<file path="config.mk">
export PLATFORM = sky130hd
export DESIGN_NAME = etc_track_check
export DESIGN_NICKNAME = d
export VERILOG_FILES = /design/src/hdl/etc_pkg.sv /design/src/hdl/etc_check_cmp.sv /design/src/hdl/etc_track_check.sv
export SDC_FILE = /design/constraint.sdc
export NUM_CORES = 1
export LEC_CHECK = 0
export ABC_AREA = 1
export BUFFER_PORTS_ARGS = -buffer_cell sky130_fd_sc_hd__buf_2
export CORE_AREA = 2 2 210 212
export DETAILED_ROUTE_END_ITERATION = 10
export DIE_AREA = 0 0 212 214
export HOLD_SLACK_MARGIN = 0.05
export SYNTH_ARGS = -nofsm -noshare
export SYNTH_HDL_FRONTEND = slang
export SYNTH_SLANG_ARGS = --single-unit
</file>
<file path="constraint.sdc">
create_clock -name clk_sys -period 5.1 [get_ports clk_sys]
set_clock_uncertainty 0.2 [all_clocks]
set_input_delay 0.765 -clock clk_sys [delete_from_list [all_inputs] [get_ports clk_sys]]
set_output_delay 0.765 -clock clk_sys [all_outputs]
set_load 0.01 [all_outputs]
</file>
<file path="src/hdl/etc_pkg.sv">
// Package for the enclave tracking check block: leaf codes, result codes,
// page types, fault kinds and flag positions.
// Assumes one 25 MHz system clock domain; no software-visible registers.
package etc_pkg;
  localparam logic [7:0]  LEAF_PLAIN       = 8'h0c;
  localparam logic [7:0]  LEAF_THREADSAFE  = 8'h11;
  localparam int          FEAT_BIT_POS     = 6;
  localparam logic [7:0]  RC_OK            = 8'h00;
  localparam logic [7:0]  RC_PAGE_CONFLICT = 8'h07;
  localparam logic [7:0]  RC_PAGE_INVALID  = 8'h06;
  localparam logic [7:0]  RC_PREV_TRK_INC  = 8'h11;
  localparam logic [7:0]  RC_TRACK_NOT_REQ = 8'h1b;
  localparam logic [11:0] PAGE_OFS_MASK    = 12'hfff;
  localparam int          FLAG_POS_CF      = 0;
  localparam int          FLAG_POS_PF      = 2;
  localparam int          FLAG_POS_AF      = 4;
  localparam int          FLAG_POS_ZF      = 6;
  localparam int          FLAG_POS_SF      = 7;
  localparam int          FLAG_POS_OF      = 11;
  localparam logic [1:0]  QUAL_RES_CONFLICT = 2'h1;
  localparam logic [1:0]  QUAL_REF_CONFLICT = 2'h2;
  localparam logic [15:0] GP_ERR_ZERO      = 16'h0000;

  typedef enum logic [2:0] {
    ETC_PT_REG, ETC_PT_TCS, ETC_PT_TRIM, ETC_PT_SS_FIRST,
    ETC_PT_SS_REST, ETC_CONTROL_PAGE_TYPE, ETC_PT_VA, ETC_PT_OTHER
  } etc_ptype_e;

  typedef enum logic [1:0] {
    ETC_OUT_RESULT, ETC_OUT_GP, ETC_OUT_PF, ETC_OUT_VMEXIT
  } etc_outcome_e;
endpackage

</file>
<file path="src/hdl/etc_check_cmp.sv">
// Address checks for one operand: alignment, protected-memory range,
// canonical form and segment limit. Registered, one cycle latency.
// Assumes inputs held stable for the cycle they are sampled.
`timescale 1ns/10ps
`default_nettype none
module etc_check_cmp (
  input  wire logic        clk_sys,     // System clock
  input  wire logic        rst,         // Sync reset, active high
  input  wire logic [63:0] addr,        // Operand effective address
  input  wire logic [63:0] prm_base,    // Protected memory base
  input  wire logic [63:0] prm_limit,   // Protected memory last byte
  input  wire logic [31:0] seg_limit,   // Data segment limit
  input  wire logic        mode64,      // 64-bit mode
  output logic             misaligned,  // Not 4KB aligned
  output logic             out_of_prm,  // Outside protected memory
  output logic             noncanon,    // Non-canonical (64-bit)
  output logic             over_limit   // Beyond segment limit
);
  logic canon_ok;
  assign canon_ok = (addr[63:47] == '0) || (addr[63:47] == '1);

  always_ff @(posedge clk_sys) begin
    if (rst) begin
      misaligned <= 1'b0;
      out_of_prm <= 1'b0;
      noncanon   <= 1'b0;
      over_limit <= 1'b0;
    end else begin
      misaligned <= (addr[11:0] & etc_pkg::PAGE_OFS_MASK) != 12'h000;
      out_of_prm <= (addr < prm_base) || (addr > prm_limit);
      noncanon   <= mode64 && !canon_ok;
      // Limit check covers the full page the leaf touches
      over_limit <= !mode64 &&
                    ((addr[31:0] | 32'h00000fff) > seg_limit);
    end
  end
endmodule
`default_nettype wire

</file>
<file path="src/hdl/etc_track_check.sv">
// Functional notes
// Unaligned operand gives general-protection fault zero
// Operand outside protected memory gives page fault
// Plain tracking conflict: guest exit or fault
// Plain, invalid map entry gives page fault
// Plain, non-control page type gives page fault
// Tracking busy: zero flag, incomplete code
// Plain success code zero, failure sets zero
// Result paths clear carry parity aux overflow sign
// Only privilege level zero may execute
// Protected mode segment limit violation faults
// 64-bit non-canonical address faults with zero
// Thread-safe variant is leaf 11h, feature bit
// Thread-safe variant never faults on sharing
// Thread-safe codes: 0 ok, 7 conflict, 6 invalid
// Thread-safe codes: 17 incomplete, 27 not needed
// Success arms tracking for the control page
// Thread-safe locates control page via owner ref
// Thread-safe carry set only for not-needed type
// First failing check alone decides outcome
//
// Tracking leaf check and result unit. A request pulse carries the leaf
// code, operand and the page-map lookup already done by the core.
// Assumes request inputs are valid in the cycle of the pulse only.
`timescale 1ns/10ps
`default_nettype none
module etc_track_check (
  input  wire logic              clk_sys,        // 25 MHz clock
  input  wire logic              rst,            // Sync reset, high
  input  wire logic              req,            // Leaf request pulse
  input  wire logic [7:0]        leaf,           // Accumulator leaf code
  input  wire logic [63:0]       operand_addr,   // Operand address reg
  input  wire logic [1:0]        cpl,            // Current privilege
  input  wire logic              mode64,         // 64-bit mode
  input  wire logic [31:0]       seg_limit,      // Data segment limit
  input  wire logic [63:0]       prm_base,       // Protected mem base
  input  wire logic [63:0]       prm_limit,      // Protected mem last
  input  wire logic              guest_ext,      // Guest, ext enabled
  input  wire logic              pme_valid,      // Map entry valid
  input  wire etc_pkg::etc_ptype_e pme_type,     // Map entry page type
  input  wire logic              page_busy,      // Page being modified
  input  wire logic              track_in_use,   // Tracking facility busy
  input  wire logic              tracking_nz,    // Control page tracking
  input  wire logic [63:0]       owner_ref,      // Owning control page
  output logic                   done,           // Outcome valid pulse
  output etc_pkg::etc_outcome_e  outcome,        // Outcome kind
  output logic [15:0]            fault_err,      // Fault error code
  output logic [63:0]            fault_addr,     // Page fault address
  output logic [1:0]             exit_qual,      // Exit qualification
  output logic [63:0]            result,         // Result register
  output logic [11:0]            flags,          // Flag register image
  output logic                   track_start,    // Arm tracking pulse
  output logic [63:0]            track_page,     // Control page armed
  output logic                   feat_threadsafe // Feature bit, EAX[6]
);
  //////////////////////////////////////////////////////////////////////
  // Stage 1: request capture beside the registered address checks
  //////////////////////////////////////////////////////////////////////
  logic                  leaf_known;  // Leaf belongs to this unit
  logic                  pend;        // Outcome due next cycle
  logic                  is_plain;    // Captured leaf is the plain one
  logic                  cpl_nz;      // Captured privilege not zero
  logic                  guest;       // Captured guest with extension
  logic                  valid_q;     // Captured map entry valid
  etc_pkg::etc_ptype_e   type_q;      // Captured page type
  logic                  busy_q;      // Captured page busy
  logic                  in_use_q;    // Captured facility busy
  logic                  trk_nz_q;    // Captured tracking busy
  logic [63:0]           addr_q;      // Captured operand
  logic [63:0]           owner_q;     // Captured owning control page
  logic                  misaligned;  // From address checks
  logic                  out_of_prm;  // From address checks
  logic                  noncanon;    // From address checks
  logic                  over_limit;  // From address checks

  // Other leaf codes belong to other units and get no outcome here
  assign leaf_known = (leaf == etc_pkg::LEAF_PLAIN) ||
                      (leaf == etc_pkg::LEAF_THREADSAFE);

  always_ff @(posedge clk_sys) begin
    if (rst) begin
      pend <= 1'b0;
    end else begin
      pend <= req && leaf_known;
    end
  end

  // Operands are latched once; the core may move on after the pulse
  always_ff @(posedge clk_sys) begin
    if (rst) begin
      is_plain <= 1'b0;
      cpl_nz   <= 1'b0;
      guest    <= 1'b0;
      valid_q  <= 1'b0;
      type_q   <= etc_pkg::ETC_PT_REG;
      busy_q   <= 1'b0;
      in_use_q <= 1'b0;
      trk_nz_q <= 1'b0;
      addr_q   <= 64'h0;
      owner_q  <= 64'h0;
    end else if (req) begin
      is_plain <= leaf == etc_pkg::LEAF_PLAIN;
      cpl_nz   <= cpl != 2'h0;
      guest    <= guest_ext;
      valid_q  <= pme_valid;
      type_q   <= pme_type;
      busy_q   <= page_busy;
      in_use_q <= track_in_use;
      trk_nz_q <= tracking_nz;
      addr_q   <= operand_addr;
      owner_q  <= owner_ref;
    end
  end

  // Address checks run every cycle; only the request cycle is used
  etc_check_cmp u_etc_check_cmp (
    .clk_sys    (clk_sys),
    .rst        (rst),
    .addr       (operand_addr),
    .prm_base   (prm_base),
    .prm_limit  (prm_limit),
    .seg_limit  (seg_limit),
    .mode64     (mode64),
    .misaligned (misaligned),
    .out_of_prm (out_of_prm),
    .noncanon   (noncanon),
    .over_limit (over_limit)
  );

  //////////////////////////////////////////////////////////////////////
  // Stage 2: ordered checks, the first failure decides
  //////////////////////////////////////////////////////////////////////
  etc_pkg::etc_outcome_e next_outcome;
  logic [15:0]           next_fault_err;
  logic [63:0]           next_fault_addr;
  logic [1:0]            next_exit_qual;
  logic [63:0]           next_result;
  logic                  next_zf;
  logic                  next_cf;
  logic                  next_track;
  logic [63:0]           next_page;
  logic [11:0]           next_flags;
  logic                  ctl_by_owner;
  logic                  ctl_direct;

  always_comb begin
    ctl_by_owner = 1'b0;
    ctl_direct   = 1'b0;
    unique case (type_q)
      etc_pkg::ETC_PT_REG,
      etc_pkg::ETC_PT_TCS,
      etc_pkg::ETC_PT_TRIM,
      etc_pkg::ETC_PT_SS_FIRST,
      etc_pkg::ETC_PT_SS_REST: begin
        ctl_by_owner = 1'b1;
      end
      etc_pkg::ETC_CONTROL_PAGE_TYPE: begin
        ctl_direct = 1'b1;
      end
      default: ctl_direct = 1'b0;
    endcase
  end

  always_comb begin
    next_outcome    = etc_pkg::ETC_OUT_RESULT;
    next_fault_err  = etc_pkg::GP_ERR_ZERO;
    next_fault_addr = addr_q;
    next_exit_qual  = 2'h0;
    next_result     = {56'h0, etc_pkg::RC_OK};
    next_zf         = 1'b0;
    next_cf         = 1'b0;
    next_track      = 1'b0;
    next_page       = addr_q;
    // Order is part of the contract: one outcome per leaf
    if (cpl_nz) begin
      next_outcome = etc_pkg::ETC_OUT_GP;
    end else if (noncanon) begin
      next_outcome = etc_pkg::ETC_OUT_GP;
    end else if (over_limit) begin
      next_outcome = etc_pkg::ETC_OUT_GP;
    end else if (misaligned) begin
      next_outcome = etc_pkg::ETC_OUT_GP;
    end else if (out_of_prm) begin
      next_outcome = etc_pkg::ETC_OUT_PF;
    end else if (is_plain) begin
      if (in_use_q && guest) begin
        next_outcome    = etc_pkg::ETC_OUT_VMEXIT;
        next_exit_qual  = etc_pkg::QUAL_RES_CONFLICT;
        next_fault_addr = 64'h0;
      end else if (in_use_q) begin
        next_outcome = etc_pkg::ETC_OUT_GP;
      end else if (!valid_q) begin
        next_outcome = etc_pkg::ETC_OUT_PF;
      end else if (type_q != etc_pkg::ETC_CONTROL_PAGE_TYPE) begin
        next_outcome = etc_pkg::ETC_OUT_PF;
      end else if (trk_nz_q && guest) begin
        next_outcome    = etc_pkg::ETC_OUT_VMEXIT;
        next_exit_qual  = etc_pkg::QUAL_REF_CONFLICT;
        next_fault_addr = 64'h0;
      end else if (trk_nz_q) begin
        next_result = {56'h0, etc_pkg::RC_PREV_TRK_INC};
        next_zf     = 1'b1;
      end else begin
        next_track  = 1'b1;
      end
    end else begin
      // Thread-safe leaf: sharing yields codes, or a guest exit when guest with facility or tracking busy, never a fault
      if (busy_q) begin
        next_result = {56'h0, etc_pkg::RC_PAGE_CONFLICT};
        next_zf     = 1'b1;
      end else if (!valid_q) begin
        next_result = {56'h0, etc_pkg::RC_PAGE_INVALID};
        next_zf     = 1'b1;
      end else if (!ctl_by_owner && !ctl_direct) begin
        next_result = {56'h0, etc_pkg::RC_TRACK_NOT_REQ};
        next_cf     = 1'b1;
      end else if (in_use_q && guest) begin
        next_outcome    = etc_pkg::ETC_OUT_VMEXIT;
        next_exit_qual  = etc_pkg::QUAL_RES_CONFLICT;
        next_fault_addr = 64'h0;
      end else if (in_use_q) begin
        next_result = {56'h0, etc_pkg::RC_PAGE_CONFLICT};
        next_zf     = 1'b1;
      end else if (trk_nz_q && guest) begin
        next_outcome    = etc_pkg::ETC_OUT_VMEXIT;
        next_exit_qual  = etc_pkg::QUAL_REF_CONFLICT;
        next_fault_addr = 64'h0;
      end else if (trk_nz_q) begin
        next_result = {56'h0, etc_pkg::RC_PREV_TRK_INC};
        next_zf     = 1'b1;
      end else begin
        next_track  = 1'b1;
        next_page   = ctl_by_owner ? owner_q : addr_q;
      end
    end
  end
  // Only the listed flags move; the rest of the image is kept
  always_comb begin
    next_flags = flags;
    next_flags[etc_pkg::FLAG_POS_PF] = 1'b0;
    next_flags[etc_pkg::FLAG_POS_AF] = 1'b0;
    next_flags[etc_pkg::FLAG_POS_SF] = 1'b0;
    next_flags[etc_pkg::FLAG_POS_OF] = 1'b0;
    next_flags[etc_pkg::FLAG_POS_ZF] = next_zf;
    next_flags[etc_pkg::FLAG_POS_CF] = next_cf;
  end

  //////////////////////////////////////////////////////////////////////
  // Outputs, all registered
  //////////////////////////////////////////////////////////////////////
  always_ff @(posedge clk_sys) begin
    if (rst) begin
      done        <= 1'b0;
      track_start <= 1'b0;
    end else begin
      done        <= pend;
      track_start <= pend && next_track;
    end
  end
  always_ff @(posedge clk_sys) begin
    if (rst) begin
      outcome    <= etc_pkg::ETC_OUT_RESULT;
      fault_err  <= etc_pkg::GP_ERR_ZERO;
      fault_addr <= 64'h0;
      exit_qual  <= 2'h0;
    end else if (pend) begin
      outcome    <= next_outcome;
      fault_err  <= next_fault_err;
      fault_addr <= next_fault_addr;
      exit_qual  <= next_exit_qual;
    end
  end

  // A fault leaves the result and flag image as they were
  always_ff @(posedge clk_sys) begin
    if (rst) begin
      result <= 64'h0;
      flags  <= 12'h000;
    end else if (pend && next_outcome == etc_pkg::ETC_OUT_RESULT) begin
      result <= next_result;
      flags  <= next_flags;
    end
  end

  always_ff @(posedge clk_sys) begin
    if (rst) begin
      track_page <= 64'h0;
    end else if (pend && next_track) begin
      track_page <= next_page;
    end
  end

  always_ff @(posedge clk_sys) begin
    if (rst) begin
      feat_threadsafe <= 1'b0;
    end else begin
      feat_threadsafe <= 1'b1;
    end
  end

  //////////////////////////////////////////////////////////////////////
  // Assertions and cover points
  //////////////////////////////////////////////////////////////////////
  property p_done;
    @(posedge clk_sys) disable iff (rst) (req && leaf_known) |-> ##2 done;
  endproperty
  a_done: assert property (p_done) else $error("No outcome");
  property p_gp;
    @(posedge clk_sys) disable iff (rst)
      done && outcome == etc_pkg::ETC_OUT_GP |-> fault_err == '0;
  endproperty
  a_gp: assert property (p_gp) else $error("Fault code not zero");
  property p_flg;
    @(posedge clk_sys) disable iff (rst)
      done && outcome == etc_pkg::ETC_OUT_RESULT |-> (flags & 12'h894) == '0;
  endproperty
  a_flg: assert property (p_flg) else $error("Flags left set");
  property p_cf;
    @(posedge clk_sys) disable iff (rst)
      done && outcome == etc_pkg::ETC_OUT_RESULT |->
      flags[0] == (result[7:0] == etc_pkg::RC_TRACK_NOT_REQ);
  endproperty
  a_cf: assert property (p_cf) else $error("Carry flag wrong");
  property p_trk;
    @(posedge clk_sys) disable iff (rst)
      track_start |-> done && result == '0;
  endproperty
  a_trk: assert property (p_trk) else $error("Tracking armed");
  property p_cpl;
    @(posedge clk_sys) disable iff (rst)
      pend && cpl_nz |=> done && outcome == etc_pkg::ETC_OUT_GP;
  endproperty
  a_cpl: assert property (p_cpl) else $error("Privilege not gated");
  c_plain_ok: cover property (@(posedge clk_sys) track_start && is_plain);
  c_vm_exit: cover property (@(posedge clk_sys) done && exit_qual != 2'h0);
  c_no_track: cover property (@(posedge clk_sys) done && flags[0]);
endmodule
`default_nettype wire

</file>
==> results of run 1 <==
==> worst max-delay path, delay by kind of cell, from the launching register on <==
kind	cells	cell delay, ns
buffers and inverters	3	1.31
DFF	1	0.47
and+or+nand+nor	4	0.43
AOI/OAI and AO/OA	2	0.21
==> cell type report <==
type | instances | area, µm²
antenna | 7 | 17.5
clock buffer | 47 | 1020
clock inverter | 13 | 159
fill | 4427 | 23800
inverter | 280 | 1060
multi-input combinational | 1364 | 7970
sequential | 284 | 5690
tap | 585 | 732
timing repair buffer | 464 | 2390
==> synth_stat cells (2+ instances only) <==
master / number / area [µm²]
a21o_1: 2 / 15.0
a21oi_1: 194 / 971
a21oi_2: 34 / 298
and3_1: 2 / 12.5
buf_1: 2 / 7.51
buf_12: 3 / 60.1
buf_2: 23 / 115
buf_4: 86 / 646
buf_6: 3 / 33.8
clkbuf_1: 75 / 282
dfxtp_1: 284 / 5690
ha_1: 147 / 1840
inv_1: 276 / 1040
inv_2: 4 / 15.0
nand2_1: 229 / 860
nand2_2: 5 / 31.3
nand3_1: 85 / 425
nand4_1: 23 / 144
nor2_1: 179 / 672
nor2_2: 2 / 12.5
nor2_4: 3 / 33.8
nor3_1: 11 / 55.1
nor4_1: 14 / 87.6
o211ai_1: 3 / 22.5
o211ai_2: 35 / 438
o21a_1: 4 / 30.0
o21ai_0: 218 / 1090
o21ai_1: 27 / 135
o31ai_1: 54 / 405
==> worst paths after layout <==
path	start	to	slack [ns]	cells past startpoint
worst max-delay path	is_plain	track_page[31]	2.19	9
worst min-delay path	owner_q[36]	owner_q[36]	0.26	2
worst max register to register	is_plain	track_page[31]	2.19	9
worst min register to register	owner_q[36]	owner_q[36]	0.26	2
==> sequential cells by signal, indices dropped and copies added (netlist names), 2 cells and up <==
name / cells
addr_q: 64
fault_addr: 64
owner_q: 64
track_page: 64
result: 5
type_q: 3
exit_qual: 2
outcome: 2
==> power by group <==
part / switching, mW / internal [mW] / total (mW)
clock: 0.972 / 1.56 / 2.53
sequential: 0.0450 / 2.30 / 2.34
combinational: 0.461 / 0.265 / 0.725
total: 1.48 / 4.12 / 5.60
==> per-stage QoR <==
| step | util, % | area (µm²) | hold WS [ns] | worst slack (ns) | power (mW) |
|---|---|---|---|---|---|
| floorplan | - | 15900 | 0.229 | 2.89 | 2.85 |
| global placement | 41.6 | 17800 | 0.239 | 1.64 | 3.10 |
| detailed placement | 41.6 | 17800 | 0.246 | 1.66 | 3.12 |
| CTS | 44.4 | 19000 | 0.255 | 2.20 | 5.65 |
| global route | 44.4 | 19000 | 0.271 | 1.99 | 5.86 |
| finish | 44.4 | 19000 | 0.255 | 2.19 | 5.60 |
==> kinds of logic after synthesis <==
group | Yosys count
compound gates | 576
simple gates | 556
buf+inv | 474
flops | 284
fa+ha+maj | 147
other cells | 1
==> layer usage <==
| layer | vias up | GRT usage (%) | share of wire [%] |
|---|---|---|---|
| met3 | 105 | 2.76 | 5.1 |
| met1 | 6895 | 29.9 | 45 |
| met5 | - | 0 | 0.021 |
| li1 | 7423 | - | - |
| met4 | 2 | 9.39 | 3.8 |
| met2 | 530 | 37.2 | 46 |
==> impl_results.md, run 1 <==
* Dominant synthesized flop cell: dfxtp_1
* Max-Cap Viols at 0
* Post-synthesis sequential area ratio at 36.6%
* 1st-iter DRT viols at 937
* Most frequent cells in the layout: 450 x buf_2, 284 x dfxtp_1, 274 x inv_1, 229 x nand2_1, 218 x o21ai_0
* Total GRT Usage at 22.6%
* Maximum number of pins on one net before global-route repair at 127
* Setup-failing EPs final at 0
* Post-Synth Adder-Cell Area at 11.8%
* Placed cell count at 2,977
* Layout Cells excl Fill at 3,044
* Worst vdd ir at 0.184 mV
* Antenna viol nets, final at 0
* Std cell rows at 76
* Post-synthesis mux area share at 0%
* I/O Buffers at 451
* Clk Latency, worst-skew pair at 0.51 ns
* NumNets Final at 2,885
* Setup repair after global routing missed its margin: false
* Synth Area in Simple Gates at 15.2%
* Post-CTS Resized at 0
* Detailed Place HPWL at 39,600 µm
* Gp weighted congestion at 0.899
* Die width at 212 µm
* Unique masters post-synth at 40
* Proportion of layout cells with a drive suffix above 1 at 24.8%
* Main combinational cell family by area after synthesis: compound AO/OA/AOI/OAI gates
* Post-route DRC at 0
* Post-CTS Setup Inserts at 0
* Worst Tran Pin Value at 1.02 ns
* # H-tree levels at 2
* Worst-path cell chain: nor2_2, nand2_2, inv_1, nand4_1, buf_4, buf_4, nand2_1, o211ai_2, a21oi_2
* Synth Register Bits at 284
* Status: complete, no violations
* Delay of the slowest cell on the worst path at 0.81 ns
* Die area at 45,400 µm²
* Initial antenna violation count at 8
* Number of synthesized flops with an enable pin at 0
* Overflow after GRT at 0
* Io pins at 537
* Relative slew slack at 32.0%
* Leak at 9.60 nW
* Most used cell, CP: buf_4
* WL/cell at 17.4 µm
* Hold_buf cts at 0
* Clock sink count at 284
* CP startpoint kind: flip-flop
* Synth async-reset ratio at 0%
* Clock root buffer: clkbuf_16
* Tmin final at 2.91 ns
* Crit end category: flip-flop
* Crit share post-route at 57.1%
* DR vias at 15.0k
* Initial core utilization at 36.3%
* Synthesis Warnings at 0
* Core area at 42,900 µm²
* Setup CP Type: flip-flop to flip-flop
* Power per cell area at 294 nW/µm²
* Setup TNS at 0 ns
* Clock buffer count from CTS at 34
* Fmax at 0.343 GHz
* Post-Synthesis Cell Area at 15,600 µm²
* Synth Instances at 2,038
* Via density at 4.91
* CTS tree: built
* Number of global-route vias before repair at 14.4k
* Commonest non-fill, non-tap cell in the layout: buf_2
* Avg Inst Size Synth at 7.63 µm²
* Critical path arrival at 3.09 ns
* Worst EP required at 5.28 ns
* Routed WL at 53,000 µm
* Final Hold Viols at 0
* Die height at 214 µm
* First-pass GRT wire length at 80,700 µm
* Compound-Gate Fraction of Synth Area at 22.2%
* Layout area overhead at 22.4%
* Router iterations before antenna repair at 5
* Type of the worst min-delay path: flip-flop to flip-flop
* Synth Area in XOR/XNOR at 0%
* CP max-delay cell: buf_4
* Crit-path max FO at 75
* Reg clk slew, reported paths at 0.06 ns
* Max Slew Vio Count at 0
* Clk buf depth at 3
Power figures use the tool's default switching activity.
==> run 2: changes to the inputs <==
==> constraint.sdc (replaced) <==
create_clock -name clk_sys -period 2.6 [get_ports clk_sys]
set_clock_uncertainty 0.2 [all_clocks]
set_input_delay 0.39 -clock clk_sys [delete_from_list [all_inputs] [get_ports clk_sys]]
set_output_delay 0.39 -clock clk_sys [all_outputs]
set_load 0.01 [all_outputs]
==> run 2 against run 1 <==
Against the previous run:
- combinational power up 120%
- die area unchanged
- register-to-register slack worse by 1.8 ns
- non-clock buffer count up 126
- setup slack worse by 2.0 ns
- sequential power up 97%
- global-route usage up 0.28 points
- power up 100%
- count of clock-buffer cells in the layout up 1
- core utilization up 3.2 points
- first-iteration DRC count up 0.11%
- cell count up 4.2%
==> impl_results.md, run 2 (same netlist as run 1, synthesis figures left out) <==
* Status: complete, no violations (unchanged)
* Via density at 4.87 (was 4.91)
* Psw at 2.93 mW (was 1.48 mW)
* FF-to-FF path depth at 8 (was 9)
* Layout Cells excl Fill at 3,171 (was 3,044)
* Overflow after GRT at 0 (unchanged)
* WL/cell at 17.0 µm (was 17.4 µm)
* 1st-iter DRT viols at 938 (was 937)
* Relative slew slack at 51.0% (was 32.0%)
* Clock sink count at 284 (unchanged)
* Setup CP Type: input pin to flip-flop (was flip-flop to flip-flop)
* Final Hold Viols at 0 (unchanged)
* Int Pwr at 8.40 mW (was 4.12 mW)
* I/O Buffers at 451 (unchanged)
* Core area at 42,900 µm² (unchanged)
* Detailed Place HPWL at 40,300 µm (was 39,600 µm)
* Clock buffer count from CTS at 34 (unchanged)
* Combinational power share at 13.9% (was 13.0%)
* Initial core utilization at 36.3% (unchanged)
* Layout area overhead at 31.2% (was 22.4%)
* Worst vdd ir at 0.391 mV (was 0.184 mV)
* Clk network pwr share at 45.5% (was 45.2%)
* Routed WL at 53,800 µm (was 53,000 µm)
* Final core utilization at 47.6% (was 44.4%)
* Critical path arrival at 2.67 ns (was 3.09 ns)
* Capture point of the worst reg-to-reg path: track_page[42] (was track_page[31])
* Leak at 10.2 nW (was 9.60 nW)
* Total GRT Usage at 22.9% (was 22.6%)
* Die area at 45,400 µm² (unchanged)
* Max Slew Vio Count at 0 (unchanged)
* Crit share post-route at 93.8%
* Gp weighted congestion at 0.942 (was 0.899)
* CP startpoint kind: input pin (was flip-flop)
* Initial antenna violation count at 8 (unchanged)
* First-pass GRT wire length at 82,600 µm (was 80,700 µm)
* Crit-path max FO at 4 (was 75)
* Worst Tran Pin Value at 0.734 ns (was 1.02 ns)
* CTS tree: built (unchanged)
* Reg clk slew, reported paths at 0.06 ns (about the same)
* Std cell rows at 76 (unchanged)
* Number of global-route vias before repair at 15.1k (was 14.4k)
* Proportion of layout cells with a drive suffix above 1 at 24.1% (was 24.8%)
* Setup TNS at 0 ns (unchanged)
* Commonest non-fill, non-tap cell in the layout: buf_2 (unchanged)
* Router iterations before antenna repair at 5 (unchanged)
* Crit end category: flip-flop (unchanged)
* Fmax at 0.410 GHz
* Clk buf depth at 3 (unchanged)
* Max-Cap Viols at 0 (unchanged)
* Type of the worst min-delay path: input pin to flip-flop (was flip-flop to flip-flop)
* Die width at 212 µm (unchanged)
* Io pins at 537 (unchanged)
* Antenna viol nets, final at 0 (unchanged)
* Setup-failing EPs final at 0 (unchanged)
* Die height at 214 µm (unchanged)
* Worst EP required at 2.84 ns (was 5.28 ns)
* Clock root buffer: clkbuf_16 (unchanged)
* Post-route DRC at 0 (unchanged)
* Power per cell area at 556 nW/µm² (was 294 nW/µm²)
* Critical Path Source: operand_addr[11] (was is_plain)
* Worst hold path depth at 3 (was 2)
* Final Power at 11.3 mW (was 5.60 mW)
* Most frequent cells in the layout: 450 x buf_2, 284 x dfxtp_1, 274 x inv_1, 229 x nand2_1, 218 x o21ai_0 (unchanged)
* Hold EP: addr_q[31] (was owner_q[36])
* Placed cell count at 2,992 (was 2,977)
* Switching share of power at 25.9% (was 26.4%)
* Setup repair after global routing missed its margin: false (unchanged)
* Maximum number of pins on one net before global-route repair at 101 (was 127)
* Worst reg2reg startpoint: is_plain (unchanged)
* Flop2flop setup slack at 0.37 ns (was 2.19 ns)
* Post-CTS Resized at 0 (unchanged)
* HP Start: operand_addr[31] (was owner_q[36])
* NumNets Final at 3,011 (was 2,885)
* DR vias at 15.5k (was 15.0k)
* Tmin final at 2.44 ns
* Seq pwr share at 40.5% (was 41.8%)
* Hold WS at 0.0681 ns (was 0.255 ns)
* Clk Latency, worst-skew pair at 0.52 ns (was 0.51 ns)
* # H-tree levels at 2 (unchanged)
## run 2: worst max path at each step
stage,endpoint,slack (ns),cells past startpoint
after floorplan,u_etc_check_cmp.out_of_prm,0.76,10
after global placement,u_etc_check_cmp.out_of_prm,0.13,14
after detailed placement,u_etc_check_cmp.out_of_prm,0.17,11
after CTS,u_etc_check_cmp.out_of_prm,0.15,12
after global routing,u_etc_check_cmp.out_of_prm,0.02,15
final,u_etc_check_cmp.out_of_prm,0.16,15
## run 2: timing repair
action	CTS	global route
hold buffers	111	0
buffers inserted	0	0
hold endpoints to repair	107	0
## run 2: power by group through the flow
stage,Clock (mW),Combinational [mW],Sequential [mW]
detailed placement,0,1.44,4.69
global placement,0,1.41,4.69
CTS,5.26,1.58,4.59
finish,5.16,1.58,4.60
floorplan,0,0.940,4.66
global route,5.44,1.79,4.61
## run 2: per-stage QoR
step	setup slack (ns)	area, µm²
after global routing	0.0229	20400
final	0.162	20400
after detailed placement	0.170	18100
after floorplan	0.762	15900
after global placement	0.125	18100
after CTS	0.151	20400
## run 2: metal layers
| metal | global-route usage [%] | share of wire [%] | vias to the layer above |
|---|---|---|---|
| met5 | 0 | 0.020 | - |
| met1 | 29.2 | 44 | 7108 |
| met3 | 3.21 | 5.5 | 123 |
| met2 | 38.7 | 47 | 546 |
| met4 | 9.15 | 4.1 | 2 |
| li1 | - | - | 7673 |
## run 2: final cells by class
cell class	count	area (µm²)
sequential	284	5690
antenna	8	20.0
fill	4294	22500
clock buffer	48	1030
tap	585	732
inverter	280	1060
multi-input combinational	1364	7970
timing repair buffer	590	3720
clock inverter	12	193
## run 2: worst max-delay path: stages
cell and delay (ns):
dlygate4sd3_1 0.54, buf_2 0.15, ha_1 0.29, nand2_1 0.05
inv_1 0.06, nand3_1 0.06, nor3_1 0.30, nand2_1 0.12
nand2_1 0.16, nand2_1 0.07, nand2_1 0.17, nand2_1 0.07
nand2_1 0.06, nand2_1 0.05, a21oi_1 0.12
